==> src/verilog/adc_ctrl_pkg.sv <==
// Purpose: constants for the converter control block
// Assumes: 25 MHz system clock, byte-wide register port
// Notes:   offsets are byte addresses on the register port
package adc_ctrl_pkg;
   // ********************************
   // register map
   // ********************************
   localparam logic [11:0] ADDR_CTL_PRIMARY   = 12'hF70;
   localparam logic [11:0] ADDR_CTL_SECONDARY = 12'hF71;
   localparam logic [11:0] ADDR_RESULT_HIGH   = 12'hF72;
   localparam logic [11:0] ADDR_RESULT_LOW    = 12'hF73;
   localparam logic [7:0]  RESET_PRIMARY      = 8'h00;
   localparam logic [7:0]  RESET_SECONDARY    = 8'h80;
   // primary fields
   localparam int BIT_GO       = 7;
   localparam int BIT_REF_LO   = 6;
   localparam int BIT_REF_PIN  = 5;
   localparam int BIT_REPEAT   = 4;
   // secondary fields
   localparam int BIT_REF_HI   = 7;
   // widths of the input and buffer code fields, both at the bottom of their byte
   localparam int SEL_W        = 4;
   localparam int BUF_W        = 3;
   // ********************************
   // timing, in system clock cycles
   // ********************************
   localparam int FIRST_CYCLES  = 5129;
   localparam int REPEAT_CYCLES = 256;
   localparam int COUNT_W       = 14;
   // ********************************
   // codes
   // ********************************
   localparam logic [1:0] REF_EXTERNAL = 2'h0;
   localparam logic [1:0] REF_1V0      = 2'h1;
   localparam logic [1:0] REF_2V0      = 2'h2;
   localparam logic [3:0] SEL_GROUND   = 4'hC;
   localparam logic [3:0] SEL_TEMP     = 4'hE;
   localparam logic [3:0] SEL_DIFF_MAX = 4'hA;
   localparam logic [3:0] SEL_OFFSET   = 4'hF;
   localparam logic [2:0] BUF_SE_RAW   = 3'h0;
   localparam logic [2:0] BUF_SE_UNITY = 3'h1;
   localparam logic [2:0] BUF_DI_RAW   = 3'h4;
   localparam logic [2:0] BUF_DI_UNITY = 3'h5;
endpackage

==> src/verilog/adc_input_decode.sv <==
// Purpose: input switch decoder for the analog multiplexer
// Assumes: codes already registered
// Notes:   registered outputs; one cycle behind the control bits
`timescale 1ns/1ps
module adc_input_decode
   import adc_ctrl_pkg::*;
(
   input  wire logic       clk_sys,     // system clock
   input  wire logic       rst,         // sync reset
   input  wire logic [3:0] inputSelect, // channel code
   input  wire logic [2:0] bufferSelect,// buffer mode code
   output logic [7:0]      posSwitch,   // pin to positive input
   output logic [7:0]      negSwitch,   // pin to negative input
   output logic            groundNodes, // ground pins 1 and 2
   output logic            tempSelect,  // temperature sensor
   output logic            offsetShort, // inputs shorted
   output logic            diffMode,    // differential path
   output logic            unityBuffer  // buffer on
);
   typedef struct packed {
      logic [7:0] pos;
      logic [7:0] neg;
      logic       gnd;
      logic       temp;
      logic       shrt;
      logic       diff;
      logic       unity;
   } dec_t;
   dec_t decReg, decNext;
   // diff pair table, index by code, {pos,neg}
   function automatic logic [5:0] pairOf(input logic [3:0] c);
      unique case (c)
         4'h0: pairOf = {3'h0, 3'h1};
         4'h1: pairOf = {3'h2, 3'h3};
         4'h2: pairOf = {3'h4, 3'h5};
         4'h3: pairOf = {3'h1, 3'h0};
         4'h4: pairOf = {3'h3, 3'h2};
         4'h5: pairOf = {3'h5, 3'h4};
         4'h6: pairOf = {3'h6, 3'h5};
         4'h7: pairOf = {3'h0, 3'h2};
         4'h8: pairOf = {3'h0, 3'h3};
         4'h9: pairOf = {3'h0, 3'h4};
         default: pairOf = {3'h0, 3'h5};
      endcase
   endfunction
   // decode; reserved codes leave every switch open
   always_comb begin
      logic [5:0] pr;
      pr = pairOf(inputSelect);
      decNext = '0;
      unique case (bufferSelect)
         BUF_SE_RAW, BUF_SE_UNITY: begin
            decNext.unity = (bufferSelect == BUF_SE_UNITY);
            if (inputSelect[3] == 1'b0) begin
               decNext.pos[inputSelect[2:0]] = 1'b1;
            end else if (inputSelect == SEL_GROUND) begin
               decNext.gnd = 1'b1;
            end else if (inputSelect == SEL_TEMP) begin
               decNext.temp = 1'b1;
            end
         end
         BUF_DI_RAW, BUF_DI_UNITY: begin
            decNext.diff  = 1'b1;
            decNext.unity = (bufferSelect == BUF_DI_UNITY);
            if (inputSelect <= SEL_DIFF_MAX) begin
               decNext.pos[pr[5:3]] = 1'b1;
               decNext.neg[pr[2:0]] = 1'b1;
            end else if (inputSelect == SEL_OFFSET) begin
               decNext.shrt = 1'b1;
            end
         end
         default: decNext = '0;
      endcase
   end
   always_ff @(posedge clk_sys) begin
      if (rst) begin
         decReg <= '0;
      end else begin
         decReg <= decNext;
      end
   end
   assign posSwitch   = decReg.pos;
   assign negSwitch   = decReg.neg;
   assign groundNodes = decReg.gnd;
   assign tempSelect  = decReg.temp;
   assign offsetShort = decReg.shrt;
   assign diffMode    = decReg.diff;
   assign unityBuffer = decReg.unity;
endmodule

==> src/verilog/adc_conversion_control.sv <==
// Purpose: control registers and conversion sequencer of the converter
// Assumes: analog core returns a 13-bit sample and overflow flag on demand
// Notes:   result registers hold the sample captured at each interval end
//
// Summary of operation
// - writing one to conversion_go starts a conversion on the selected input
// - writing one during a conversion restarts it from the beginning
// - go bit reads one until done; hardware clears; writing zero does nothing
// - single mode delivers one result after 5129 cycles
// - repeat mode: first result after 5129 cycles, then every 256
// - temperature sensor doubles every interval
// - reference code {hi,lo}: 00 pin, 01 1.0 V, 10 2.0 V, 11 reserved
// - ref_pin_drive one buffers reference onto the pin; zero frees it
// - single-ended codes 0-7 pins, 1100 ground nodes, 1110 temperature
// - differential codes 0000-1010 fixed pin pairs; 1011-1110 reserved
// - differential code 1111 shorts the inputs for offset calibration
// - reserved codes open all input switches
// - input code is read through the map of the buffer mode
// - buffer codes 000,001,100,101 decoded; others reserved
// - reset selects the internal 2.0 V reference
// - result is 13-bit two's complement over high and low bytes
// - reading the high byte latches the low bits of the same sample
// - overflow flag marks the current sample invalid
`timescale 1ns/1ps
module adc_conversion_control
   import adc_ctrl_pkg::*;
#(
   parameter int FIRST_COUNT  = FIRST_CYCLES,  // first interval
   parameter int REPEAT_COUNT = REPEAT_CYCLES  // later intervals
)(
   input  wire logic        clk_sys,      // system clock
   input  wire logic        rst,          // sync reset, high
   input  wire logic [11:0] regAddr,      // register address
   input  wire logic [7:0]  regWdata,     // write data
   input  wire logic        regWrite,     // write strobe
   input  wire logic        regRead,      // read strobe
   output logic [7:0]       regRdata,     // read data, next cycle
   input  wire logic [12:0] coreSample,   // sample from analog core
   input  wire logic        coreOverflow, // core overflow
   output logic             coreRun,      // core converting
   output logic             sampleStrobe, // result captured
   output logic [1:0]       refLevel,     // reference code
   output logic             refPinDrive,  // drive reference pin
   output logic [7:0]       posSwitch,    // positive input switches
   output logic [7:0]       negSwitch,    // negative input switches
   output logic             groundNodes,  // ground pins 1 and 2
   output logic             tempSelect,   // temperature sensor
   output logic             offsetShort,  // inputs shorted
   output logic             diffMode,     // differential path
   output logic             unityBuffer   // input buffer on
);
   // ********************************
   // elaboration checks
   // ********************************
   // doubled first load must still fit the counter
   if (FIRST_COUNT < 2 || 2 * FIRST_COUNT >= (1 << COUNT_W) || REPEAT_COUNT < 2
       || REPEAT_COUNT > FIRST_COUNT) begin : gen_bad_counts
      $error("adc_conversion_control: interval counts out of range");
   end
   // interval timing: a go write loads the first count less one, the counter
   // steps down once per clock, and the edge after it reads zero captures the
   // sample and raises sampleStrobe, so a first result lands FIRST_COUNT
   // cycles after the write is taken; repeat mode reloads at each capture.
   // the temperature sensor doubles both loads, which is why the counter
   // carries one more bit than the plain first interval needs.
   // a restart simply reloads; one landing on the capture edge still stores that sample, but without sampleStrobe.
   localparam logic [COUNT_W-1:0] FIRST_LOAD  = COUNT_W'(FIRST_COUNT - 1);
   localparam logic [COUNT_W-1:0] REPEAT_LOAD = COUNT_W'(REPEAT_COUNT - 1);
   localparam logic [COUNT_W-1:0] FIRST_LOAD2 = COUNT_W'(2 * FIRST_COUNT - 1);
   localparam logic [COUNT_W-1:0] REPEAT_LD2  = COUNT_W'(2 * REPEAT_COUNT - 1);

   typedef enum logic [1:0] {
      IDLE   = 2'b00,
      FIRST  = 2'b01,
      REPEAT = 2'b10
   } seq_t;

   typedef struct packed {
      logic [7:0]         ctl0;
      logic [7:0]         ctl1;
      seq_t               seq;
      logic [COUNT_W-1:0] count;
      logic [12:0]        sample;
      logic               ovf;
      logic [4:0]         lowLatch;
      logic               ovfLatch;
      logic [7:0]         rdata;
      logic               strobe;
   } state_t;
   state_t stReg, stNext;

   logic goWrite;
   logic seMode;
   logic isTemp;
   logic startTemp;
   logic intervalEnd;
   assign goWrite = regWrite && regAddr == ADDR_CTL_PRIMARY && regWdata[BIT_GO];
   // reserved buffer codes open every switch, so they never count as temperature
   assign seMode  = stReg.ctl1[BUF_W-1:0] inside {BUF_SE_RAW, BUF_SE_UNITY};
   assign isTemp  = seMode && stReg.ctl0[SEL_W-1:0] == SEL_TEMP;
   // a go write may select the sensor in the same byte; judge by the new code
   assign startTemp   = seMode && regWdata[SEL_W-1:0] == SEL_TEMP;
   assign intervalEnd = stReg.seq != IDLE && stReg.count == '0;

   // ********************************
   // sequencer and registers
   // ********************************
   always_comb begin
      stNext = stReg;
      stNext.strobe = 1'b0;
      if (stReg.seq != IDLE) begin
         stNext.count = stReg.count - COUNT_W'(1);
      end
      // interval end: capture and go on or stop
      if (intervalEnd) begin
         stNext.sample = coreSample;
         stNext.ovf    = coreOverflow;
         stNext.strobe = 1'b1;
         if (stReg.ctl0[BIT_REPEAT]) begin
            stNext.seq   = REPEAT;
            stNext.count = isTemp ? REPEAT_LD2 : REPEAT_LOAD;
         end else begin
            stNext.seq = IDLE;
            stNext.ctl0[BIT_GO] = 1'b0;
         end
      end
      // software writes, go bit never cleared by software
      if (regWrite && regAddr == ADDR_CTL_PRIMARY) begin
         stNext.ctl0[BIT_GO-1:0] = regWdata[BIT_GO-1:0];
      end
      if (regWrite && regAddr == ADDR_CTL_SECONDARY) begin
         stNext.ctl1 = regWdata;
      end
      if (goWrite) begin
         stNext.ctl0[BIT_GO] = 1'b1;
         stNext.seq   = FIRST;
         stNext.count = startTemp ? FIRST_LOAD2 : FIRST_LOAD;
         stNext.strobe = 1'b0;
      end
      // read path; high read latches the low bits
      stNext.rdata = 8'h00;
      if (regRead) begin
         unique case (regAddr)
            ADDR_CTL_PRIMARY:   stNext.rdata = stReg.ctl0;
            ADDR_CTL_SECONDARY: stNext.rdata = stReg.ctl1;
            ADDR_RESULT_HIGH: begin
               stNext.rdata    = stReg.sample[12:5];
               stNext.lowLatch = stReg.sample[4:0];
               stNext.ovfLatch = stReg.ovf;
            end
            ADDR_RESULT_LOW: stNext.rdata = {stReg.lowLatch, 2'b00, stReg.ovfLatch};
            default: stNext.rdata = 8'h00;
         endcase
      end
   end

   always_ff @(posedge clk_sys) begin
      if (rst) begin
         stReg       <= '0;
         stReg.ctl0  <= RESET_PRIMARY;
         stReg.ctl1  <= RESET_SECONDARY;
         stReg.seq   <= IDLE;
      end else begin
         stReg <= stNext;
      end
   end

   // ********************************
   // outputs, all from flip-flops
   // ********************************
   assign regRdata     = stReg.rdata;
   // go bit is high exactly while a sequence runs, so it doubles as the run flag
   assign coreRun      = stReg.ctl0[BIT_GO];
   assign sampleStrobe = stReg.strobe;
   // reference code read straight from the two register bits
   assign refLevel     = {stReg.ctl1[BIT_REF_HI], stReg.ctl0[BIT_REF_LO]};
   assign refPinDrive  = stReg.ctl0[BIT_REF_PIN];

   // input switches decoded one cycle behind the register bits
   adc_input_decode u_decode (
      .clk_sys      (clk_sys),
      .rst          (rst),
      .inputSelect  (stReg.ctl0[SEL_W-1:0]),
      .bufferSelect (stReg.ctl1[BUF_W-1:0]),
      .posSwitch    (posSwitch),
      .negSwitch    (negSwitch),
      .groundNodes  (groundNodes),
      .tempSelect   (tempSelect),
      .offsetShort  (offsetShort),
      .diffMode     (diffMode),
      .unityBuffer  (unityBuffer)
   );

   // ********************************
   // checks
   // ********************************
   chk_go_starts: assert property (@(posedge clk_sys) disable iff (rst)
      goWrite |=> coreRun && stReg.ctl0[BIT_GO])
      else $error("go write did not start conversion");
   chk_restart_reload: assert property (@(posedge clk_sys) disable iff (rst)
      goWrite && !startTemp |=> stReg.count == FIRST_LOAD)
      else $error("restart did not reload count");
   chk_zero_ignored: assert property (@(posedge clk_sys) disable iff (rst)
      regWrite && regAddr == ADDR_CTL_PRIMARY && !regWdata[BIT_GO] && coreRun
      && !intervalEnd |=> stReg.ctl0[BIT_GO])
      else $error("software zero cleared go");
   chk_single_done: assert property (@(posedge clk_sys) disable iff (rst)
      intervalEnd && !stReg.ctl0[BIT_REPEAT] && !goWrite |=> !coreRun && sampleStrobe)
      else $error("single conversion did not end");
   chk_repeat_reload: assert property (@(posedge clk_sys) disable iff (rst)
      intervalEnd && stReg.ctl0[BIT_REPEAT] && !goWrite && !isTemp
      |=> stReg.count == REPEAT_LOAD)
      else $error("repeat interval wrong");
   chk_temp_double: assert property (@(posedge clk_sys) disable iff (rst)
      goWrite && startTemp |=> stReg.count == FIRST_LOAD2)
      else $error("temperature interval not doubled");
   chk_ref_code: assert property (@(posedge clk_sys) disable iff (rst)
      regWrite && regAddr == ADDR_CTL_SECONDARY |=> refLevel[1] == $past(regWdata[BIT_REF_HI]))
      else $error("reference high bit not applied");
   chk_high_latch: assert property (@(posedge clk_sys) disable iff (rst)
      regRead && regAddr == ADDR_RESULT_HIGH && !intervalEnd
      |=> stReg.lowLatch == stReg.sample[4:0])
      else $error("low bits not latched");
   cov_single: cover property (@(posedge clk_sys) intervalEnd && !stReg.ctl0[BIT_REPEAT]);
   cov_repeat: cover property (@(posedge clk_sys) stReg.seq == REPEAT && intervalEnd);
   cov_restart: cover property (@(posedge clk_sys) goWrite && coreRun);
   cov_temp_start: cover property (@(posedge clk_sys) goWrite && startTemp);
   cov_high_read: cover property (@(posedge clk_sys) regRead && regAddr == ADDR_RESULT_HIGH);
   // go bit and sequencer state must never drift apart
   chk_run_matches: assert property (@(posedge clk_sys) disable iff (rst)
      coreRun == (stReg.seq != IDLE))
      else $error("go bit and sequencer disagree");
   chk_repeat_runs: assert property (@(posedge clk_sys) disable iff (rst)
      intervalEnd && stReg.ctl0[BIT_REPEAT] && !goWrite |=> coreRun && stReg.seq == REPEAT)
      else $error("repeat mode stopped early");
   // intervals are at least two cycles, so captures never touch
   chk_strobe_pulse: assert property (@(posedge clk_sys) disable iff (rst)
      sampleStrobe |=> !sampleStrobe)
      else $error("capture pulse longer than one cycle");
   chk_ref_low: assert property (@(posedge clk_sys) disable iff (rst)
      regWrite && regAddr == ADDR_CTL_PRIMARY |=> refLevel[0] == $past(regWdata[BIT_REF_LO]))
      else $error("reference low bit not applied");
   chk_pin_drive: assert property (@(posedge clk_sys) disable iff (rst)
      regWrite && regAddr == ADDR_CTL_PRIMARY |=> refPinDrive == $past(regWdata[BIT_REF_PIN]))
      else $error("reference pin drive not applied");
   chk_sample_take: assert property (@(posedge clk_sys) disable iff (rst)
      intervalEnd |=> stReg.sample == $past(coreSample) && stReg.ovf == $past(coreOverflow))
      else $error("sample not captured at interval end");
   // latch only moves on a high read, never together with a low read
   chk_low_format: assert property (@(posedge clk_sys) disable iff (rst)
      regRead && regAddr == ADDR_RESULT_LOW
      |=> regRdata == {stReg.lowLatch, 2'b00, stReg.ovfLatch})
      else $error("low byte layout wrong");
endmodule

==> config.mk <==
export PLATFORM = sky130hd
export DESIGN_NAME = adc_conversion_control
export DESIGN_NICKNAME = d
export VERILOG_FILES = /design/src/verilog/adc_ctrl_pkg.sv /design/src/verilog/adc_input_decode.sv /design/src/verilog/adc_conversion_control.sv
export SDC_FILE = /design/constraint.sdc
export NUM_CORES = 1
export LEC_CHECK = 0
export ABC_CLOCK_PERIOD_IN_PS = 1800
export BUFFER_PORTS_ARGS = -buffer_cell sky130_fd_sc_hd__buf_2
export CAP_MARGIN = 10
export CORE_MARGIN = 4
export CORE_UTILIZATION = 49
export CTS_BUF_LIST = sky130_fd_sc_hd__clkbuf_16
export CTS_CLUSTER_SIZE = 12
export DETAILED_ROUTE_END_ITERATION = 8
export HOLD_SLACK_MARGIN = 0.08
export PLACE_DENSITY_LB_ADDON = 0.25
export SETUP_SLACK_MARGIN = 0.1
export SYNTH_ARGS = -nofsm -noshare
export SYNTH_HDL_FRONTEND = slang
export SYNTH_HIERARCHICAL = 1
export SYNTH_SLANG_ARGS = --single-unit
==> constraint.sdc <==
create_clock -name clk_sys -period 1.8 [get_ports clk_sys]
set_clock_uncertainty 0.05 [all_clocks]
set_input_delay 0.09 -clock clk_sys [delete_from_list [all_inputs] [get_ports clk_sys]]
set_output_delay 0.09 -clock clk_sys [all_outputs]
set_load 0.05 [all_outputs]
==> results.toml, run 1 <==
[routing]
post_drt_via_cell_ratio = 5.38
initialDrtViolationCount = 170
met1Wirelength_mm = 3.88
routed_wl_mm = 9.52
detailroute.via_count = 3318
dr.pass1.iters = 4
drc = 0
met3WireLength_um = 517
topRoutingLayerUsed = "met4"
route.met2.wl_mm = 4.94
wl_per_cell_um = 15.4
postRouteAntennaNets = 0

[synth]
netlist.area_leader.share_pct = 44.7
syn_inst = 398
synth.largest_area_cell = "sky130_fd_sc_hd__dfxtp_1"
synth_edf_count = 0
synth.avg_cell_area_sq_um = 9.23
mappedNetlistNets = 441
synth_area_leaders = "sky130_fd_sc_hd__dfxtp_1 (45%), sky130_fd_sc_hd__nand2_1 (5.7%), sky130_fd_sc_hd__nor2_1 (4.7%)"
async_flop_share_pct = 0
yosysSeqAreaShare_pct = 44.7
yosysWarnings = 6
netlist_area_sq_um = 3670
yosysUniqueCellTypes = 62
synthFlopType = "sky130_fd_sc_hd__dfxtp_1"
synth_seq_cells = 82

[worst_setup_path]
path_delay_family = "simple AND/OR/NAND/NOR gates"
required_time_at_the_worst_slack_endpoint_ns = 2.01
cp_class = "register to register"
path_cells = "or4_4 -> nor2_4 -> and4b_2 -> buf_6 -> nand2_1 -> a21oi_1"
worst-path-max-fanout = 8
worstPathArrival_ns = 1.96
timing.critical_path.from = "stReg[39]"
crit-reg2reg-launch = "stReg[39]"
worstSetupEndpointType = "register"
timing.critical_path.slowest_stage_cell = "sky130_fd_sc_hd__or4_4"
worst-path-buf-inv = 1
critPathLaunchType = "register"
slowest_delay_ns = 0.53

[global_route]
grt_util_all_layers_pct = 22.3
largest_net_degree_at_the_start_of_global_routing = 28
grt_pass1_vias = 3337
grt_first_pass_wirelength_mm = 15.5
grt_overflow_total = 0
initial_antenna_violation_count = 0

[timing]
grt_setup_unrepaired = "true"
fin_crit_ns = 1.76
final_max_slew_viol_count = 0
slew_headroom_pct = 63.3
finalSetupTns_ns = 0
hold_viol_final = 0
finalSetupViolations = 0
worst_pin_slew_ns = 0.550
timing.final.crit_share_pct = 97.5
hold-worst-slack_ns = 0.189
max_freq_mhz = 570

[power]
power-per-cell-area_nw_per_um2 = 750
cell_leakage_power_nw = 1.98
peakVddDrop_mv = 0.486

[flow_run]
drv.max_cap_violation_count = 0

[clock_tree]
number_of_buffers_inserted_during_clock_tree_synthesis = 9
cts_root_buffer = "sky130_fd_sc_hd__clkbuf_16"
cts_buffer_depth = 2
worstSkewPairLatency_ns = 0.33
h_tree_levels = 3
path_clk_slew_ns = 0.07
tritoncts = "done"
cts.sink_count = 82

[finish]
post_layout_nonfiller_instances = 617
layout-area-overhead-vs-synth_pct = 34.4
post_route_cells_drive_above_1_share_pct = 34.9
antenna-diode-count = 0
final_nets = 556
stdcell_area_sq_um = 4940

[die]
design.portCount = 72
floorplan.rows = 31
die_x_um = 94.6
die_height_um = 94.6
starting_density_of_the_core_pct = 50.6
die_area_sq_um = 8940
placeableCoreArea_sq_um = 7250

[placed_design]
placed_cell_area_sq_um = 4250
routabilityCongestion = 0.882
port_buffers = 71
place_hpwl_mm = 6.62
place.detailed.instances = 573

[min_path]
worst_min_delay_path_class = "primary input to register"
min_from = "rst"

[outcome]
run_status = "complete, no violations"
## per-layer routing
metal,vias to the layer above,GRT usage (%)
met5,-,0
met4,0,8.29
met3,19,4.86
met2,103,39.8
met1,1583,26.1
li1,1613,-
## logic make-up (layout without fill, tap and decap cells)
group | after synthesis | in the layout | synth area share [%]
xor gates and xnor gates | 13 | 13 | 3.10
buffers and inverters | 33 | 153 | 4.97
muxes | 21 | 21 | 7.77
adders and majority gates | 5 | 5 | 1.70
AOI/OAI and AO/OA | 63 | 63 | 10.8
DFF | 82 | 82 | 44.7
and+or+nand+nor | 181 | 181 | 27.0
## final timing paths
| path | end | slack, ns | depth (start not counted) |
|---|---|---|---|
| max | stReg[20] | 0.04 | 6 |
| min | stReg[14] | 0.19 | 2 |
| max reg2reg | stReg[20] | 0.04 | 6 |
| min reg2reg | stReg[23] | 0.40 | 2 |
## state kept, by name, indices dropped and copies added (netlist names)
name / cells
u_decode/groundNodes: 1
u_decode/unityBuffer: 1
u_decode/diffMode: 1
u_decode/tempSelect: 1
regRdata: 8
u_decode/negSwitch: 8
refLevel: 2
refPinDrive: 1
coreRun: 1
sampleStrobe: 1
u_decode/posSwitch: 8
stReg: 48
u_decode/offsetShort: 1
## where the power goes
part           switching, mW  internal (mW)
logic                 0.0829         0.0889
clock network          0.772          0.946
registers           0.000311           1.81
## cells in the mapped netlist (2+ instances only)
cell                        count
sky130_fd_sc_hd__and4b_1        2
sky130_fd_sc_hd__a22oi_1        4
sky130_fd_sc_hd__buf_4         12
sky130_fd_sc_hd__and3_1         3
sky130_fd_sc_hd__nand4b_1       2
sky130_fd_sc_hd__a21oi_2        3
sky130_fd_sc_hd__buf_2          5
sky130_fd_sc_hd__nor2b_1       13
sky130_fd_sc_hd__mux2i_1       15
sky130_fd_sc_hd__xor2_1         6
sky130_fd_sc_hd__nor2_1        46
sky130_fd_sc_hd__nor4_1         5
sky130_fd_sc_hd__dfxtp_1       82
sky130_fd_sc_hd__nand3b_1       4
sky130_fd_sc_hd__ha_1           5
sky130_fd_sc_hd__nand2_1       56
sky130_fd_sc_hd__nand4bb_1      2
sky130_fd_sc_hd__clkbuf_1       9
sky130_fd_sc_hd__o22ai_1        4
sky130_fd_sc_hd__nand2b_1       6
sky130_fd_sc_hd__xnor2_1        7
sky130_fd_sc_hd__a32oi_1        3
sky130_fd_sc_hd__or2_2          2
sky130_fd_sc_hd__and2_4         2
sky130_fd_sc_hd__nor4_4         2
sky130_fd_sc_hd__o21ai_0        5
sky130_fd_sc_hd__inv_1          6
sky130_fd_sc_hd__or3_4          2
sky130_fd_sc_hd__mux4_2         6
sky130_fd_sc_hd__or3_1          4
sky130_fd_sc_hd__nand3_1        6
sky130_fd_sc_hd__nor3_1         7
sky130_fd_sc_hd__a21oi_1       32
sky130_fd_sc_hd__a211oi_1       2
## worst register-to-register path, stage by stage, from the launching register on
cell and delay, ns:
sky130_fd_sc_hd__dfxtp_1 0.33, sky130_fd_sc_hd__or4_4 0.53, sky130_fd_sc_hd__nor2_4 0.14, sky130_fd_sc_hd__and4b_2 0.27
sky130_fd_sc_hd__buf_6 0.14, sky130_fd_sc_hd__nand2_1 0.06, sky130_fd_sc_hd__a21oi_1 0.16
## cells in the final DEF (no fill, tap or decap), drive strengths merged, types with 2 or more instances in the layout
cell type	n
inv	10
mux4	6
nand4bb	2
and3	3
clkbuf	9
a211oi	3
nor2b	13
a21oi	35
o22ai	4
nand3	6
dlygate4sd3	22
or3	6
mux2i	15
o21ai	6
or2	2
xor2	6
and2	3
ha	5
and4b	2
nor2	47
nor4	8
a22oi	4
xnor2	7
or3b	3
clkinvlp	2
dfxtp	82
nand2	56
nor3	9
nand2b	6
nand3b	4
or4b	2
a32oi	3
buf	109
nand4b	2
## through the flow
stage          setup WS, ns  util (%)  power (mW)
5_1_grt             -0.0625      68.1        3.80
4_1_cts              0.0562      66.5        3.72
2_1_floorplan         0.103         -        1.91
3_5_place_dp        0.00695      58.6        1.99
6_report             0.0449      68.1        3.70
3_3_place_gp         0.0321      58.6        1.99
## area by class of cell
cell class	instances	area, sq um
fill	598	2320
multi-input combinational	283	1960
sequential	82	1650
timing repair buffer	131	896
clock buffer	9	225
tap	99	124
clock inverter	7	52.6
inverter	6	25.0
## repair_timing
| item | in CTS | in global routing |
|---|---|---|
| endpoints found under the hold margin | 29 | 0 |
| hold buffers | 22 | 0 |
| resized for setup | 10 | 30 |
| pin swaps | 7 | 4 |
| setup buffers | 6 | 0 |
| setup endpoints to repair | 25 | 35 |
No activity file was read; power rests on OpenSTA's default activity.
==> run 2, diff against run 1 <==
Settings changed: ABC_CLOCK_PERIOD_IN_PS 1800 to 1700, CAP_MARGIN 10 to 15, CORE_UTILIZATION 49 to 54.
Clock period 1.8 ns to 1.7 ns, I/O delays scaled along.
==> run 2 against run 1 <==
Compared with the run above:
- clock power rose by 12%
- clock-buffer cell count did not move
- utilization rose by 12 points
- largest cell class unchanged
- worst setup slack got worse by 0.25 ns
- the run now ends with negative setup slack left
- design area rose by 4.6%
- final cell count fell by 1.1%
- fmax fell by 7.9%
- die area fell by 8.5%
- sequential cell count did not move
- global-route usage rose by 2.1 points
- largest power group unchanged
- register-to-register slack got worse by 0.25 ns
==> results.toml, run 2 (synthesized netlist as in run 1, its figures left out) <==
[outcome]
run_status = "finished, violations left"
violated_checks = "negative setup slack"

[min_path]
worst_min_delay_path_class = "primary input to register"

[power]
power-per-cell-area_nw_per_um2 = 780
peakVddDrop_mv = 0.796
power.total_mw = 4.03
cell_leakage_power_nw = 2.13

[finish]
final_nets = 571
max_flop_register = "stReg"
post_route_cells_drive_above_1_share_pct = 41.7
layout-area-overhead-vs-synth_pct = 40.6
antenna-diode-count = 0
largest_register_ff_count = 48
stdcell_area_sq_um = 5160
final_cell_mix = "sky130_fd_sc_hd__dfxtp_1 (73), sky130_fd_sc_hd__buf_2 (71), sky130_fd_sc_hd__buf_4 (48)"
commonest_non_fill_non_tap_cell_in_the_layout = "sky130_fd_sc_hd__dfxtp_1"

[worst_setup_path]
timing.critical_path.slowest_stage_cell = "sky130_fd_sc_hd__or4_4"
cp_class = "register to register"
path_delay_family = "simple AND/OR/NAND/NOR gates"
worst-path-buf-inv = 1
path_cells = "or4_4 -> nor2_4 -> and4b_2 -> clkbuf_16 -> nand2_2 -> a21oi_1"
worstPathArrival_ns = 2.11
required_time_at_the_worst_slack_endpoint_ns = 1.90
slowest_delay_ns = 0.55
worst-path-max-fanout = 7
critPathLaunchType = "register"
worstSetupEndpointType = "register"

[clock_tree]
cts_buffer_depth = 2
cts_root_buffer = "sky130_fd_sc_hd__clkbuf_16"
h_tree_levels = 3
worstSkewPairLatency_ns = 0.34
cts.sink_count = 82
number_of_buffers_inserted_during_clock_tree_synthesis = 9
path_clk_slew_ns = 0.07
tritoncts = "done"

[timing]
max_freq_mhz = 525
final_max_slew_viol_count = 0
hold-worst-slack_ns = 0.126
post-route-worst-setup-slack_ns = -0.206
hold_viol_final = 0
worst_pin_slew_ns = 0.467
finalSetupTns_ns = -2.11
timing.final.crit_share_pct = 112
fin_crit_ns = 1.91
grt_setup_unrepaired = "true"
finalSetupViolations = 25
slew_headroom_pct = 68.8

[global_route]
initial_antenna_violation_count = 0
grt_overflow_total = 0
grt_first_pass_wirelength_mm = 16.2
grt_pass1_vias = 3439
grt_util_all_layers_pct = 24.4
largest_net_degree_at_the_start_of_global_routing = 33

[die]
floorplan.rows = 29
design.portCount = 72
die_x_um = 90.5
starting_density_of_the_core_pct = 56.9
die_area_sq_um = 8180
die_height_um = 90.5
placeableCoreArea_sq_um = 6460

[routing]
drc = 0
postRouteAntennaNets = 0
post_drt_via_cell_ratio = 5.72
initialDrtViolationCount = 220
dr.pass1.iters = 5
detailroute.via_count = 3488
routed_wl_mm = 10.7
wl_per_cell_um = 17.5

[placed_design]
placed_cell_area_sq_um = 4310
place_hpwl_mm = 6.48
pre_cts_ws_ns = -0.0571
port_buffers = 71
routabilityCongestion = 0.902

[flow_run]
drv.max_cap_violation_count = 0
==> run 2: cell types whose count changed in the layout (fill, tap and decap cells not counted), moves of 2 or more <==
cell	before	now
sky130_fd_sc_hd__a21oi_1	28	23
sky130_fd_sc_hd__a21oi_2	6	11
sky130_fd_sc_hd__buf_4	32	48
sky130_fd_sc_hd__buf_6	4	2
sky130_fd_sc_hd__dfxtp_1	75	73
sky130_fd_sc_hd__inv_1	6	3
sky130_fd_sc_hd__inv_2	0	3
sky130_fd_sc_hd__inv_6	2	0
sky130_fd_sc_hd__inv_8	1	3
sky130_fd_sc_hd__nand2_1	56	46
sky130_fd_sc_hd__nand2_2	0	7
sky130_fd_sc_hd__nand2_4	0	3
sky130_fd_sc_hd__or3b_4	1	3
==> run 2: area by class of cell <==
cell class	instances	area, sq um
inverter	6	22.5
fill	390	1290
timing repair buffer	146	1020
tap	77	96.3
clock inverter	7	73.8
sequential	82	1660
multi-input combinational	283	2070
clock buffer	9	225
==> run 2: repair_timing <==
item,CTS,global route
gates cloned,0,1
hold buffers,22,0
gates resized for setup,22,40
setup buffers,5,6
hold endpoints to repair,29,0
pin swaps,5,16
setup endpoints to repair,33,41
==> run 2: through the flow <==
stage	util, %	cells
6_report	80.0	610
5_1_grt	80.0	610
4_1_cts	76.8	603
3_5_place_dp	66.8	560
3_3_place_gp	66.8	560
2_1_floorplan	-	398
==> run 2: metal layers <==
metal | vias to the layer above | part of all wire [%] | track usage (%)
li1 | 1639 | - | -
met1 | 1660 | 39 | 29.3
met2 | 165 | 52 | 42.7
met3 | 24 | 6.3 | 4.75
met4 | 0 | 2.2 | 9.95
met5 | - | 0 | 0
==> run 2: final timing paths <==
kind	start	to	slack (ns)	cells past startpoint
max	stReg[39]	stReg[22]	-0.21	6
max reg2reg	stReg[39]	stReg[22]	-0.21	6
min reg2reg	stReg[19]	stReg[19]	0.41	2
min	rst	stReg[46]	0.13	2
==> run 2: report_power, final <==
part	total, mW	switching [mW]	internal (mW)	leakage, nW
Combinational	0.185	0.0914	0.0934	1.32
Clock	1.92	0.889	1.04	0.140
Sequential	1.92	0.000324	1.92	0.666
